## src/hdl/ddc_pkg.sv

```systemverilog
package ddc_pkg;
    localparam int ADDR_W = 8;
    localparam int DATA_W = 32;
    localparam int CODE_W = 8;
    localparam int NCH = 2;
    localparam int CTRL_W = 4;
    localparam int CTRL_BITS_PER_CH = 2;
    localparam int CTRL_EN_OFS = 0;
    localparam int CTRL_MD_OFS = 1;
    localparam int STAT_VALID_LSB = 0;
    localparam int STAT_ACTIVE_LSB = 2;
    localparam int LEVEL_CH_STRIDE = 8;
    localparam logic [ADDR_W-1:0] OFS_CTRL = 8'h00;
    localparam logic [ADDR_W-1:0] OFS_CODE0 = 8'h04;
    localparam logic [ADDR_W-1:0] OFS_CODE1 = 8'h08;
    localparam logic [ADDR_W-1:0] OFS_STATUS = 8'h0C;
    localparam logic [ADDR_W-1:0] OFS_LEVEL = 8'h10;
    localparam logic [CTRL_W-1:0] CTRL_RST = 4'h0;
    localparam logic [CODE_W-1:0] CODE_RST = 8'h00;
    localparam logic [CODE_W-1:0] LEVEL_IDLE = 8'h00;

    typedef enum logic [1:0] {
        CH_OFF,
        CH_WAIT,
        CH_LIVE
    } ddc_ch_state_t;
endpackage

```

## src/hdl/ddc_channel.sv

```systemverilog
`timescale 1ns/100ps
module ddc_channel (
    input wire logic pclk,
    input wire logic presetn,
    input wire logic enable,
    input wire logic rt_mode,
    input wire logic code_wr,
    input wire logic [ddc_pkg::CODE_W-1:0] code_wdata,
    input wire logic [ddc_pkg::CODE_W-1:0] code_held,
    input wire logic trigger,
    output logic [ddc_pkg::CODE_W-1:0] level_q,
    output logic active_q,
    output logic valid_q
);
    ddc_pkg::ddc_ch_state_t state_q, state_d;
    logic [ddc_pkg::CODE_W-1:0] level_d;
    logic active_d;
    logic valid_d;

    always_comb begin
        state_d = state_q;
        level_d = level_q;
        active_d = enable;
        valid_d = valid_q;
        case (state_q)
            ddc_pkg::CH_OFF: begin
                if (enable && rt_mode) begin
                    // level stays meaningless until the first trigger
                    state_d = ddc_pkg::CH_WAIT;
                    valid_d = 1'b0;
                end else if (enable) begin
                    state_d = ddc_pkg::CH_LIVE;
                    level_d = code_held;
                    valid_d = 1'b1;
                end
            end
            ddc_pkg::CH_WAIT: begin
                if (!enable) begin
                    state_d = ddc_pkg::CH_OFF;
                end else if (!rt_mode) begin
                    state_d = ddc_pkg::CH_LIVE;
                    level_d = code_held;
                    valid_d = 1'b1;
                end else if (trigger) begin
                    state_d = ddc_pkg::CH_LIVE;
                    level_d = code_held;
                    valid_d = 1'b1;
                end
            end
            ddc_pkg::CH_LIVE: begin
                if (!enable) begin
                    state_d = ddc_pkg::CH_OFF;
                end else if (rt_mode) begin
                    // a write alone never moves the output here
                    if (trigger) begin
                        level_d = code_held;
                    end
                end else if (code_wr) begin
                    level_d = code_wdata;
                end
            end
            default: begin
                state_d = ddc_pkg::CH_OFF;
            end
        endcase
        if (state_d == ddc_pkg::CH_OFF) begin
            level_d = ddc_pkg::LEVEL_IDLE;
            valid_d = 1'b0;
            active_d = 1'b0;
        end
    end

    always_ff @(posedge pclk or negedge presetn) begin
        if (!presetn) begin
            state_q <= ddc_pkg::CH_OFF;
            level_q <= ddc_pkg::LEVEL_IDLE;
            active_q <= 1'b0;
            valid_q <= 1'b0;
        end else begin
            state_q <= state_d;
            level_q <= level_d;
            active_q <= active_d;
            valid_q <= valid_d;
        end
    end
endmodule // ddc_channel

```

## src/hdl/ddc_top.sv

```systemverilog
// Contract
// - two independent channels each drive an 8-bit code m (0..255) giving m/256 of full scale.
// - the mode/enable control register resets to zero and takes byte or single-bit accesses.
// - each code register resets to zero and is read and written as a byte.
// - in normal mode a code write converts at once and the new code drives the output.
// - in normal mode setting the enable bit drives the output with the held code.
// - in normal mode the output holds the last converted code until the next code write.
// - in real-time mode the output moves only on a timer trigger, never on a code write.
// - in real-time mode the output is undefined from enabling until the first trigger.
// - in real-time mode each trigger copies the held code to the output; the code drops a trigger in the first enabled cycle, while still in CH_OFF.
//
// Implementation choices: the APB interface to the registers and the placing of the registers.
`timescale 1ns/100ps
module ddc_top (
    input wire logic pclk,
    input wire logic presetn,
    input wire logic psel,
    input wire logic penable,
    input wire logic pwrite,
    input wire logic [ddc_pkg::ADDR_W-1:0] paddr,
    input wire logic [ddc_pkg::DATA_W-1:0] pwdata,
    output logic [ddc_pkg::DATA_W-1:0] prdata,
    output logic pready,
    output logic pslverr,
    input wire logic timer0_trigger_pulse,
    input wire logic timer1_trigger_pulse,
    output logic [ddc_pkg::CODE_W-1:0] analog_output_pin0,
    output logic [ddc_pkg::CODE_W-1:0] analog_output_pin1,
    output logic ladder0_active,
    output logic ladder1_active,
    output logic level0_valid,
    output logic level1_valid
);
    logic [ddc_pkg::CTRL_W-1:0] ctrl_q, ctrl_d;
    logic [ddc_pkg::CODE_W-1:0] code_q [ddc_pkg::NCH];
    logic [ddc_pkg::CODE_W-1:0] code_d [ddc_pkg::NCH];
    logic pready_q, pready_d;
    logic pslverr_q, pslverr_d;
    logic [ddc_pkg::DATA_W-1:0] prdata_q, prdata_d;
    logic access;
    logic wr_ctrl;
    logic [ddc_pkg::NCH-1:0] code_wr;
    logic [ddc_pkg::NCH-1:0] en;
    logic [ddc_pkg::NCH-1:0] md;
    logic [ddc_pkg::NCH-1:0] trig;
    logic [ddc_pkg::NCH-1:0] active;
    logic [ddc_pkg::NCH-1:0] valid;
    logic [ddc_pkg::CODE_W-1:0] level [ddc_pkg::NCH];
    logic mapped;

    // the access phase completes on the edge where pready_q is seen high
    assign access = psel && penable && pready_q;
    assign wr_ctrl = access && pwrite && (paddr == ddc_pkg::OFS_CTRL);
    assign code_wr[0] = access && pwrite && (paddr == ddc_pkg::OFS_CODE0);
    assign code_wr[1] = access && pwrite && (paddr == ddc_pkg::OFS_CODE1);
    // on-chip timers share pclk, so their pulses need no synchroniser
    assign trig[0] = timer0_trigger_pulse;
    assign trig[1] = timer1_trigger_pulse;

    genvar g;
    generate
        for (g = 0; g < ddc_pkg::NCH; g++) begin : g_ch
            localparam int EB = g * ddc_pkg::CTRL_BITS_PER_CH + ddc_pkg::CTRL_EN_OFS;
            localparam int MB = g * ddc_pkg::CTRL_BITS_PER_CH + ddc_pkg::CTRL_MD_OFS;
            assign en[g] = ctrl_q[EB];
            assign md[g] = ctrl_q[MB];
            ddc_channel u_ch (
                .pclk(pclk),
                .presetn(presetn),
                .enable(en[g]),
                .rt_mode(md[g]),
                .code_wr(code_wr[g]),
                .code_wdata(pwdata[ddc_pkg::CODE_W-1:0]),
                .code_held(code_q[g]),
                .trigger(trig[g]),
                .level_q(level[g]),
                .active_q(active[g]),
                .valid_q(valid[g])
            );
        end
    endgenerate

    always_comb begin
        mapped = 1'b1;
        case (paddr)
            ddc_pkg::OFS_CTRL,
            ddc_pkg::OFS_CODE0,
            ddc_pkg::OFS_CODE1,
            ddc_pkg::OFS_STATUS,
            ddc_pkg::OFS_LEVEL: mapped = 1'b1;
            default: mapped = 1'b0;
        endcase
    end

    // one wait state: read data is registered, so pready follows it
    always_comb begin
        pready_d = psel && penable && !pready_q;
        pslverr_d = 1'b0;
        prdata_d = prdata_q;
        if (pready_d) begin
            pslverr_d = !mapped;
            prdata_d = '0;
            case (paddr)
                ddc_pkg::OFS_CTRL: begin
                    prdata_d[ddc_pkg::CTRL_W-1:0] = ctrl_q;
                end
                ddc_pkg::OFS_CODE0: begin
                    prdata_d[ddc_pkg::CODE_W-1:0] = code_q[0];
                end
                ddc_pkg::OFS_CODE1: begin
                    prdata_d[ddc_pkg::CODE_W-1:0] = code_q[1];
                end
                ddc_pkg::OFS_STATUS: begin
                    prdata_d[ddc_pkg::STAT_VALID_LSB +: ddc_pkg::NCH] = valid;
                    prdata_d[ddc_pkg::STAT_ACTIVE_LSB +: ddc_pkg::NCH] = active;
                end
                ddc_pkg::OFS_LEVEL: begin
                    for (int i = 0; i < ddc_pkg::NCH; i++) begin
                        prdata_d[i*ddc_pkg::LEVEL_CH_STRIDE +: ddc_pkg::CODE_W] = level[i];
                    end
                end
                default: begin
                    prdata_d = '0;
                end
            endcase
        end
    end

    // bit accesses arrive as read-modify-write of the whole byte
    always_comb begin
        ctrl_d = ctrl_q;
        code_d = code_q;
        if (wr_ctrl) begin
            ctrl_d = pwdata[ddc_pkg::CTRL_W-1:0];
        end
        for (int i = 0; i < ddc_pkg::NCH; i++) begin
            if (code_wr[i]) begin
                code_d[i] = pwdata[ddc_pkg::CODE_W-1:0];
            end
        end
    end

    always_ff @(posedge pclk or negedge presetn) begin
        if (!presetn) begin
            ctrl_q <= ddc_pkg::CTRL_RST;
            code_q[0] <= ddc_pkg::CODE_RST;
            code_q[1] <= ddc_pkg::CODE_RST;
            pready_q <= 1'b0;
            pslverr_q <= 1'b0;
            prdata_q <= '0;
        end else begin
            ctrl_q <= ctrl_d;
            code_q <= code_d;
            pready_q <= pready_d;
            pslverr_q <= pslverr_d;
            prdata_q <= prdata_d;
        end
    end

    assign prdata = prdata_q;
    assign pready = pready_q;
    assign pslverr = pslverr_q;
    assign analog_output_pin0 = level[0];
    assign analog_output_pin1 = level[1];
    assign ladder0_active = active[0];
    assign ladder1_active = active[1];
    assign level0_valid = valid[0];
    assign level1_valid = valid[1];

    generate
        for (g = 0; g < ddc_pkg::NCH; g++) begin : g_chk

        end
    endgenerate
endmodule // ddc_top

```

## config.mk

```make
export PLATFORM = sky130hd
export DESIGN_NAME = ddc_top
export DESIGN_NICKNAME = d
export VERILOG_FILES = /design/src/hdl/ddc_pkg.sv /design/src/hdl/ddc_channel.sv /design/src/hdl/ddc_top.sv
export SDC_FILE = /design/constraint.sdc
export NUM_CORES = 1
export LEC_CHECK = 0
export ABC_AREA = 1
export BUFFER_PORTS_ARGS = -buffer_cell sky130_fd_sc_hd__buf_2
export CAP_MARGIN = 25
export CORE_ASPECT_RATIO = 1.4
export CORE_MARGIN = 5
export CORE_UTILIZATION = 55
export CTS_CLUSTER_DIAMETER = 40
export DETAILED_ROUTE_END_ITERATION = 16
export PLACE_DENSITY = 0.89
export SLEW_MARGIN = 20
export SYNTH_ARGS = -nofsm -noshare
export SYNTH_HDL_FRONTEND = slang
export SYNTH_HIERARCHICAL = 1
export SYNTH_SLANG_ARGS = --single-unit
```

## constraint.sdc

```tcl
create_clock -name pclk -period 3.1 [get_ports pclk]
set_input_delay 0.465 -clock pclk [delete_from_list [all_inputs] [get_ports pclk]]
set_output_delay 0.465 -clock pclk [all_outputs]
set_load 0.02 [all_outputs]
```

==> Word-level counts from Yosys, hierarchy flattened <==
Index checks and enable logic that the tools add are counted.
W data, S select, Z words.
{ "word_totals": {"output_inout_bits": 54, "elab_cells": 116, "ff_bits": 62, "inputBits": 47} }
{ "op_classes": {"reduce_logical": 25, "muxes": 55, "eq_ne": 22} }
{ "op_table": {"columns": ["operator", "count"], "rows": [
  ["$mux W8", 19],
  ["$pmux W8 S3", 2],
  ["$mux W2", 12],
  ["$pmux W4 S5", 1],
  ["$ne A3 B2 Y1 const B", 6],
  ["$eq A8 B4 Y1 const B", 2],
  ["$mux W1", 16],
  ["$ne A4 B2 Y1 const B", 4],
  ["$pmux W2 S3", 2],
  ["$pmux W4 S3", 1],
  ["$reduce_and A6 Y1", 2],
  ["$logic_and A1 B1 Y1", 9],
  ["$eq A8 B3 Y1 const B", 1],
  ["$eq A8 B5 Y1 const B", 1],
  ["$logic_not A2 Y1", 4],
  ["$logic_not A8 Y1", 1],
  ["$ne A4 B3 Y1 const B", 2],
  ["$reduce_and A4 Y1", 2],
  ["$reduce_bool A4 Y1", 2],
  ["$ne A3 B3 Y1 const B", 2],
  ["$reduce_bool A3 Y1", 2],
  ["$reduce_or A5 Y1", 1],
  ["$eq A2 B1 Y1 const B", 2],
  ["$eq A2 B2 Y1 const B", 2],
  ["2 further kinds", 4]
]} }

==> Longest topological paths before layout <==
Gate-level depths: netlist (run 1).
{ "depth": {"ltp_word": 9, "depth_mapped": 15, "mapped_depth_nobuf": 14} }

==> Modules after synthesis <==
Netlist (run 1), hierarchy kept.
{ "by_module_without_submodules": {"columns": ["mod", "seq_area_each_um2", "cells_each", "area_each_um2", "instances"], "rows": [
  ["ddc_top", 950.9, 246, 1971.9, 1],
  ["ddc_channel (g_ch[0].u_ch)", 300.3, 139, 892.1, 1],
  ["ddc_channel (g_ch[1].u_ch)", 300.3, 138, 889.6, 1]
]} }

==> Least setup slack after synthesis (run 1) <==
Ideal clock, no wire load.
{ "synth_path": {"kind": "input to register", "start": "in paddr[0] (netlist name)", "end": "reg g_ch[1].u_ch/level_q[0] (netlist name)", "setup_time_ps": 113, "slack_ps": 1330, "path_buffers": 1, "arrival_ps": 1657, "cell_stages": 15, "required_ps": 2987, "cell_sequence": "inv_1 > nand2_1 > nor2_8 > nand2_4 > nor2_8 > buf_6 > inv_1 > nand3_1 > nand2_1 > nand2_1 > nand3_2 > nand2_1 > nand2_1 > nand2_1 > inv_1"} }
{ "synth_between": {"elab_chain_cells": 4} }
{ "synth_lines": {"columns": ["element", "line_no", "source"], "rows": [
  ["start, declared", "ddc_top.sv:20", "input wire logic [ddc_pkg::ADDR_W-1:0] paddr,"],
  ["$eq A8 B4 Y1", "ddc_top.sv:55", "assign code_wr[1] = access && pwrite && (paddr == ddc_pkg::OFS_CODE1);"],
  ["$logic_and A1 B1 Y1", "ddc_top.sv:55", null],
  ["named net code_wr (one bit)", "ddc_top.sv:42", "logic [ddc_pkg::NCH-1:0] code_wr;"],
  ["$ne A4 B2 Y1 (no line)", null, null],
  ["$reduce_and A6 Y1 (no line)", null, null],
  ["end signal, assigned", "ddc_channel.sv:76", "level_q <= ddc_pkg::LEVEL_IDLE;"],
  ["end signal, assigned", "ddc_channel.sv:81", "level_q <= level_d;"],
  ["end, declared", "ddc_channel.sv:11", "output logic [ddc_pkg::CODE_W-1:0] level_q,"]
]} }
The timed path passes the listed nets, and every way through them passes these cells.
A chain may end at the register's enable or synchronous reset.

==> Worst setup path in the final report (run 1) <==
{ "layout_path": {"start": "reg pready_q, in the netlist pready", "end": "reg g_ch[0].u_ch/level_q[5] (netlist name)"} }
{ "layout_between": {"elab_chain_cells": 5} }
{ "layout_lines": {"columns": ["element", "line_no", "source"], "rows": [
  ["start, declared", "ddc_top.sv:37", "logic pready_q, pready_d;"],
  ["start signal, assigned", "ddc_top.sv:154", "pready_q <= pready_d;"],
  ["$logic_and A1 B1 Y1", "ddc_top.sv:52", "assign access = psel && penable && pready_q;"],
  ["$logic_and A1 B1 Y1 (2 in a row)", "ddc_top.sv:54", "assign code_wr[0] = access && pwrite && (paddr == ddc_pkg::OFS_CODE0);"],
  ["named net code_wr (one bit)", "ddc_top.sv:42", null],
  ["$ne A4 B2 Y1 (no line)", null, null],
  ["$reduce_and A6 Y1 (no line)", null, null],
  ["end signal, assigned", "ddc_channel.sv:76", null],
  ["end signal, assigned", "ddc_channel.sv:81", null],
  ["end, declared", "ddc_channel.sv:11", null]
]} }
The timed path passes the listed nets, and every way through them passes these cells.

==> impl_metrics.py, run 1 <==
metrics = {
    "synthesis": {
        "synth_compound_area_share_pct": 6.97,
        "synth_adder_area_share_pct": 2.67,
        "yosys_warnings": 6,
        "synth.area.mux_share_pct": 0,
        "syn_avg_cell_area_um2": 7.18,
        "synth_top_family_by_area": "simple AND/OR/NAND/NOR gates",
        "syn_area_mm2": 0.00375,
        "yosysSeqAreaShare_pct": 41.3,
        "ys_seq_elements": 62,
        "synth_cell_types": 31,
        "yosys.area_share.simple_pct": 38.0,
        "synthXorXnorAreaFrac_pct": 0,
        "synth_cells": 523,
    },
    "cells_and_area": {
        "nNetsFinal": 642,
        "insertedDiodeCount": 0,
        "area_growth_syn_to_layout_pct": 12.9,
        "most-common-layout-cells": "nand2_1, dfrtp_1, buf_2",
        "drive_above_1_share_pct": 20.4,
        "final-instance-count-excl-fill": 684,
        "final_common_cell": "nand2_1",
    },
    "setup_path": {
        "crit_required_ns": 3.39,
        "crit_path_end_kind": "flip-flop",
        "arrival_ns": 2.28,
        "cp_max_fo": 13,
        "cp-start-kind": "flip-flop",
        "critPathKind": "reg2reg",
    },
    "sta": {
        "fmax_mhz": 501,
        "rsz0062_at_grt": "false",
        "fin_skew_ns": 0.00804,
        "finalSetupTns_ns": 0,
        "min_period_ns": 1.99,
        "fin_crit_sh_pct": 64.3,
        "slew_headroom_pct": 47.3,
        "worst_pin_slew_ns": 0.791,
        "maxSlewViolCount": 0,
        "hold_viol": 0,
        "final-setup-viol-count": 0,
    },
    "detailed_routing": {
        "drc": 0,
        "drtIter0Drc": 346,
        "vias_per_cell": 5.33,
        "antenna_left": 0,
        "first_pass_iters": 5,
        "wl_per_cell_um": 13.9,
        "routed_wl_um": 9540,
        "num_vias": 3643,
    },
    "die": {
        "die_h_um": 108,
        "dieArea_mm2": 0.00860,
        "io_pins": 101,
        "die_w_um": 79.8,
        "coreArea_mm2": 0.00661,
        "rows": 35,
        "initial_utilization_pct": 56.8,
    },
    "worst_hold_path": {
        "hold_path.class": "in2async",
    },
    "power_and_ir_drop": {
        "seq_power_share_pct": 49.4,
        "internal_power_mw": 1.19,
        "p_comb_share_pct": 12.2,
        "switching_power_mw": 0.493,
        "switching_share_pct": 29.3,
        "irDropWorstVdd_mv": 0.220,
        "p_leak_nw": 2.57,
        "clkPwrFrac_pct": 38.4,
        "power_density_mw_per_mm2": 397,
    },
    "global_routing": {
        "grt_max_degree": 63,
        "grt_util_all_layers_pct": 23.7,
        "first_global_vias": 3594,
        "antenna_found_initial": 0,
        "globalRouteOverflowTotal": 0,
        "grt_pass1_wl_um": 16000,
    },
    "placement": {
        "gp_congestion": 0.961,
        "dp_cells": 668,
        "io_buffer_count": 60,
        "hpwl_um": 7110,
    },
    "clock_tree": {
        "cts-hold-fix-buffers": 0,
        "insertion_delay_ns": 0.34,
        "cts_tree": "done",
        "ctsResizeCount": 0,
        "cts_buffer_depth": 2,
        "numCtsBuffers": 9,
        "cts_setup_buffers": 0,
        "cts.clk_slew.worst_paths_ns": 0.07,
        "cts_sinks": 62,
        "cts_root_buf": "clkbuf_8",
        "cts_max_level": 3,
    },
    "job": {
        "max-cap-violations": 0,
    },
    "outcome": {
        "outcome": "complete, no violations",
    },
}
[critical path, stage by stage, from the launching register on]
cell	delay [ns]
dfrtp_1	0.37
nand4_2	0.26
inv_1	0.17
nand2_2	0.20
inv_2	0.18
nand2_1	0.08
nand3_2	0.10
nand3_2	0.10
nor2_4	0.20
nand2_1	0.09
nand2_1	0.07
nand2_1	0.06
inv_1	0.06
[metal layers]
| layer | vias up | part of all wire [%] | GRT usage, % | wire length, um |
|---|---|---|---|---|
| li1 | 1726 | - | - | - |
| met1 | 1697 | 36 | 25.5 | 3460 |
| met2 | 169 | 52 | 41.7 | 4950 |
| met3 | 51 | 6.4 | 5.19 | 612 |
| met4 | 0 | 5.4 | 14.5 | 514 |
| met5 | - | 0 | 0 | 0 |
[metrics by stage]
stage | instance area [um^2] | hold slack, ns | total power [mW] | setup WS [ns] | util, %
3_5_place_dp | 4060 | 0.460 | 1.05 | 0.867 | 61.3
2_1_floorplan | 3810 | 0.169 | 0.990 | 1.33 | -
6_report | 4240 | 0.265 | 1.68 | 1.11 | 64.1
3_3_place_gp | 4060 | 0.457 | 1.04 | 0.940 | 61.3
4_1_cts | 4240 | 0.294 | 1.69 | 1.16 | 64.1
5_1_grt | 4240 | 0.334 | 1.75 | 0.907 | 64.1
[final timing paths]
| check | start | end | slack (ns) | cells past startpoint |
|---|---|---|---|---|
| hold / removal | presetn | g_ch[0].u_ch/active_q | 0.27 | 2 |
| setup / recovery | pready | g_ch[0].u_ch/level_q[5] | 1.11 | 12 |
| max in group asynchronous | presetn | prdata[2] | 2.30 | 2 |
| min in group pclk | pwdata[4] | code_q[12] | 0.40 | 3 |
| hold reg to reg | prdata[4] | prdata[4] | 0.47 | 2 |
| setup reg to reg | pready | g_ch[0].u_ch/level_q[5] | 1.11 | 12 |
[logic make-up after synthesis]
kind of cell | Yosys count
AOI/OAI and AO/OA | 49
DFF | 62
buffers and inverters | 84
other | 1
and+or+nand+nor | 319
adders and majority gates | 8
[synth_stat cells (all sizes together)]
library cell | count | area (um^2)
a21oi | 16 | 83.8
nand4 | 3 | 25.0
dfrtp | 62 | 1550
nand3b | 1 | 7.51
clkbuf | 1 | 3.75
nand3 | 41 | 245
conb | 1 | 3.75
and3 | 2 | 13.8
ha | 8 | 100
o211ai | 2 | 15.0
nand2 | 236 | 931
inv | 60 | 225
nor2 | 33 | 184
o21ai | 31 | 163
nor3 | 3 | 20.0
buf | 23 | 181
[registers in the layout, indices dropped and copies added (netlist names), 2 cells and up]
name,cells
code_q,16
g_ch.u_ch/state_q,4
prdata,16
g_ch.u_ch/level_q,16
ctrl_q,4
g_ch.u_ch/valid_q,2
g_ch.u_ch/active_q,2
[area by class of cell]
class                      instances  area (um^2)
tap                               92          115
multi-input combinational        392         1850
clock inverter                     6         45.0
sequential                        62         1550
timing repair buffer              62          315
clock buffer                      10          138
fill                             577         2370
inverter                          60          225
[power groups by stage]
stage / clock network [mW] / registers [mW] / logic [mW]
3_3_place_gp: 0 / 0.845 / 0.193
3_5_place_dp: 0 / 0.846 / 0.201
2_1_floorplan: 0 / 0.855 / 0.134
6_report: 0.645 / 0.830 / 0.205
4_1_cts: 0.656 / 0.830 / 0.204
5_1_grt: 0.696 / 0.831 / 0.225
Power figures use the tool's default switching activity.
==> run 2, diff against run 1 <==
--- a/config.mk
+++ b/config.mk
@@ -10,10 +10,10 @@
 export CAP_MARGIN = 25
 export CORE_ASPECT_RATIO = 1.4
 export CORE_MARGIN = 5
-export CORE_UTILIZATION = 55
+export CORE_UTILIZATION = 48
 export CTS_CLUSTER_DIAMETER = 40
 export DETAILED_ROUTE_END_ITERATION = 16
-export PLACE_DENSITY = 0.89
+export PLACE_DENSITY = 0.83
 export SLEW_MARGIN = 20
 export SYNTH_ARGS = -nofsm -noshare
 export SYNTH_HDL_FRONTEND = slang
==> constraint.sdc (replaced) <==
create_clock -name pclk -period 1.8 [get_ports pclk]
set_input_delay 0.27 -clock pclk [delete_from_list [all_inputs] [get_ports pclk]]
set_output_delay 0.27 -clock pclk [all_outputs]
set_load 0.02 [all_outputs]
==> run 2 against run 1 <==
Net effect: first-iteration DRC count fell by 21%; worst setup slack lost 0.92 ns; design area rose by 3.6%; global-route usage is 3.7 points lower; via count shrank 3.4%; fmax increased by 24%; hold slack got worse by 0.099 ns; utilization is 7.1 points lower; critical path type unchanged; sequential share of layout area decreased by 1.3 points; critical endpoint is now g_ch[0].u_ch/level_q[6]; total power up 89%; final cell count up 2.3%.
==> impl_metrics.py, run 2 (synthesized netlist as in run 1, its figures left out) <==
metrics = {
    "clock_tree": {
        "cts_tree": "done",
        "cts_root_buf": "clkbuf_8",
        "insertion_delay_ns": 0.35,
        "cts_sinks": 62,
        "cts.clk_slew.worst_paths_ns": 0.07,
        "cts_buffer_depth": 2,
        "cts_max_level": 3,
        "numCtsBuffers": 9,
    },
    "job": {
        "max-cap-violations": 0,
    },
    "sta": {
        "maxSlewViolCount": 0,
        "fin_skew_ns": 0.00572,
        "fin_crit_sh_pct": 89.6,
        "final-setup-viol-count": 0,
        "finalSetupTns_ns": 0,
        "hold_viol": 0,
        "min_period_ns": 1.61,
        "fmax_mhz": 620,
    },
    "setup_path": {
        "startpoint": "pready",
        "cp-start-kind": "flip-flop",
        "crit_path_end_kind": "flip-flop",
        "rrSetupSlack_ns": 0.19,
        "cp_max_fo": 8,
        "arrival_ns": 1.86,
        "rr_endpoint": "g_ch[0].u_ch/level_q[6]",
        "critPathKind": "reg2reg",
        "worstSetupEndpoint": "g_ch[0].u_ch/level_q[6]",
        "reg2reg_depth": 13,
        "r2r-start": "pready",
        "crit_required_ns": 2.05,
    },
    "detailed_routing": {
        "drc": 0,
        "num_vias": 3519,
        "first_pass_iters": 5,
        "wl_met1_um": 3520,
        "routed_wl_um": 9390,
        "highest_layer": "met4",
        "antenna_left": 0,
        "met2_length_um": 4960,
        "wl_per_cell_um": 13.4,
        "drtIter0Drc": 273,
        "wl_met3_um": 516,
        "vias_per_cell": 5.03,
    },
    "outcome": {
        "outcome": "complete, no violations",
    },
    "die": {
        "dieArea_mm2": 0.00971,
        "initial_utilization_pct": 48.7,
        "die_w_um": 84.7,
        "die_h_um": 115,
        "rows": 38,
        "coreArea_mm2": 0.00770,
        "io_pins": 101,
    },
    "cells_and_area": {
        "insertedDiodeCount": 0,
        "multi_input_area_mm2": 0.00187,
        "drive_above_1_share_pct": 21.8,
        "nNetsFinal": 650,
        "final_common_cell": "nand2_1",
        "area_growth_syn_to_layout_pct": 16.9,
        "most-common-layout-cells": "nand2_1, dfrtp_1, buf_2",
        "finish.utilization_pct": 57.0,
        "fillers": 736,
        "register_area_mm2": 0.00155,
    },
    "power_and_ir_drop": {
        "switching_power_mw": 0.838,
        "clkPwrFrac_pct": 43.5,
        "irDropWorstVdd_mv": 0.495,
        "internal_power_mw": 2.33,
        "p_comb_share_pct": 11.3,
        "seq_power_share_pct": 45.2,
        "p_leak_nw": 2.62,
        "switching_share_pct": 26.4,
        "power_density_mw_per_mm2": 723,
    },
    "placement": {
        "io_buffer_count": 60,
        "gp_congestion": 0.922,
        "hpwl_um": 7200,
    },
    "global_routing": {
        "grt_max_degree": 63,
        "globalRouteOverflowTotal": 0,
        "grt_util_all_layers_pct": 20.1,
        "first_global_vias": 3396,
        "antenna_found_initial": 0,
        "grt_pass1_wl_um": 15300,
    },
    "worst_hold_path": {
        "hold_path.class": "in2reg",
    },
}
-- run 2: changes by cell type in the layout (fill, tap and decap cells not counted), sizes merged --
cell         change
buf              +7
bufinv           +2
inv              -1
dlygate4sd3      +1
clkbuf           +1
clkinv           -2
-- run 2: cell type report --
cell class / instances / share of cell area [%]
Clock buffer: 11 / 3.22
Sequential cell: 62 / 35.3
Inverter: 60 / 5.19
Tap cell: 100 / 2.85
Clock inverter: 5 / 1.88
Timing Repair Buffer: 70 / 8.89
Multi-Input combinational cell: 392 / 42.6
-- run 2: metal layers --
layer,up-vias,track usage (%)
met5,-,0
met4,0,12.1
met3,31,4.39
met2,102,35.8
met1,1655,21.4
li1,1731,-
-- run 2: worst max-delay path: stages (launching register included) --
cell and delay, ns:
dfrtp_1 0.40, nand4_4 0.17, inv_2 0.13, nand2_2 0.08, inv_4 0.09, inv_1 0.05
nand3_1 0.07, nand2_1 0.05, nand2_1 0.07, nand3_2 0.15, nand2_1 0.11, nand2_1 0.06
nand2_1 0.05, inv_1 0.03
-- run 2: how the worst min path moves through the flow --
| stage | end | slack, ns | cells past startpoint | from |
|---|---|---|---|---|
| 6_report | code_q[15] | 0.17 | 3 | pwdata[7] |
| 5_1_grt | code_q[15] | 0.17 | 3 | pwdata[7] |
| 4_1_cts | code_q[15] | 0.15 | 3 | pwdata[7] |
| 3_5_place_dp | g_ch[0].u_ch/state_q[0] | 0.31 | 2 | presetn |
| 3_3_place_gp | g_ch[0].u_ch/state_q[0] | 0.29 | 2 | presetn |
| 2_1_floorplan | code_q[0] | -0.03 | 0 | presetn |
-- run 2: per-stage QoR --
step | instances | setup slack, ns | hold WS, ns | power (mW) | cell area, um^2
final | 700 | 0.187 | 0.166 | 3.17 | 4390
after global routing | 700 | -0.00589 | 0.165 | 3.31 | 4390
after CTS | 699 | 0.0232 | 0.152 | 3.20 | 4360
after detailed placement | 682 | 0.0482 | 0.306 | 1.81 | 4120
after global placement | 682 | 0.111 | 0.292 | 1.79 | 4120
after floorplan | 538 | 0.148 | -0.0256 | 1.70 | 3810
-- run 2: repair_timing --
item,CTS,global route
setup endpoints to repair,0,13
gates resized for setup,0,7
hold buffers,1,0
endpoints found under the hold margin,62,0
setup buffers,0,1
-- run 2: power groups by stage --
stage | Clock [mW] | Sequential [mW] | Combinational, mW
floorplan | 0 | 1.47 | 0.231
detailed placement | 0 | 1.46 | 0.349
CTS | 1.41 | 1.43 | 0.352
global placement | 0 | 1.46 | 0.336
finish | 1.38 | 1.43 | 0.358
global route | 1.47 | 1.43 | 0.398
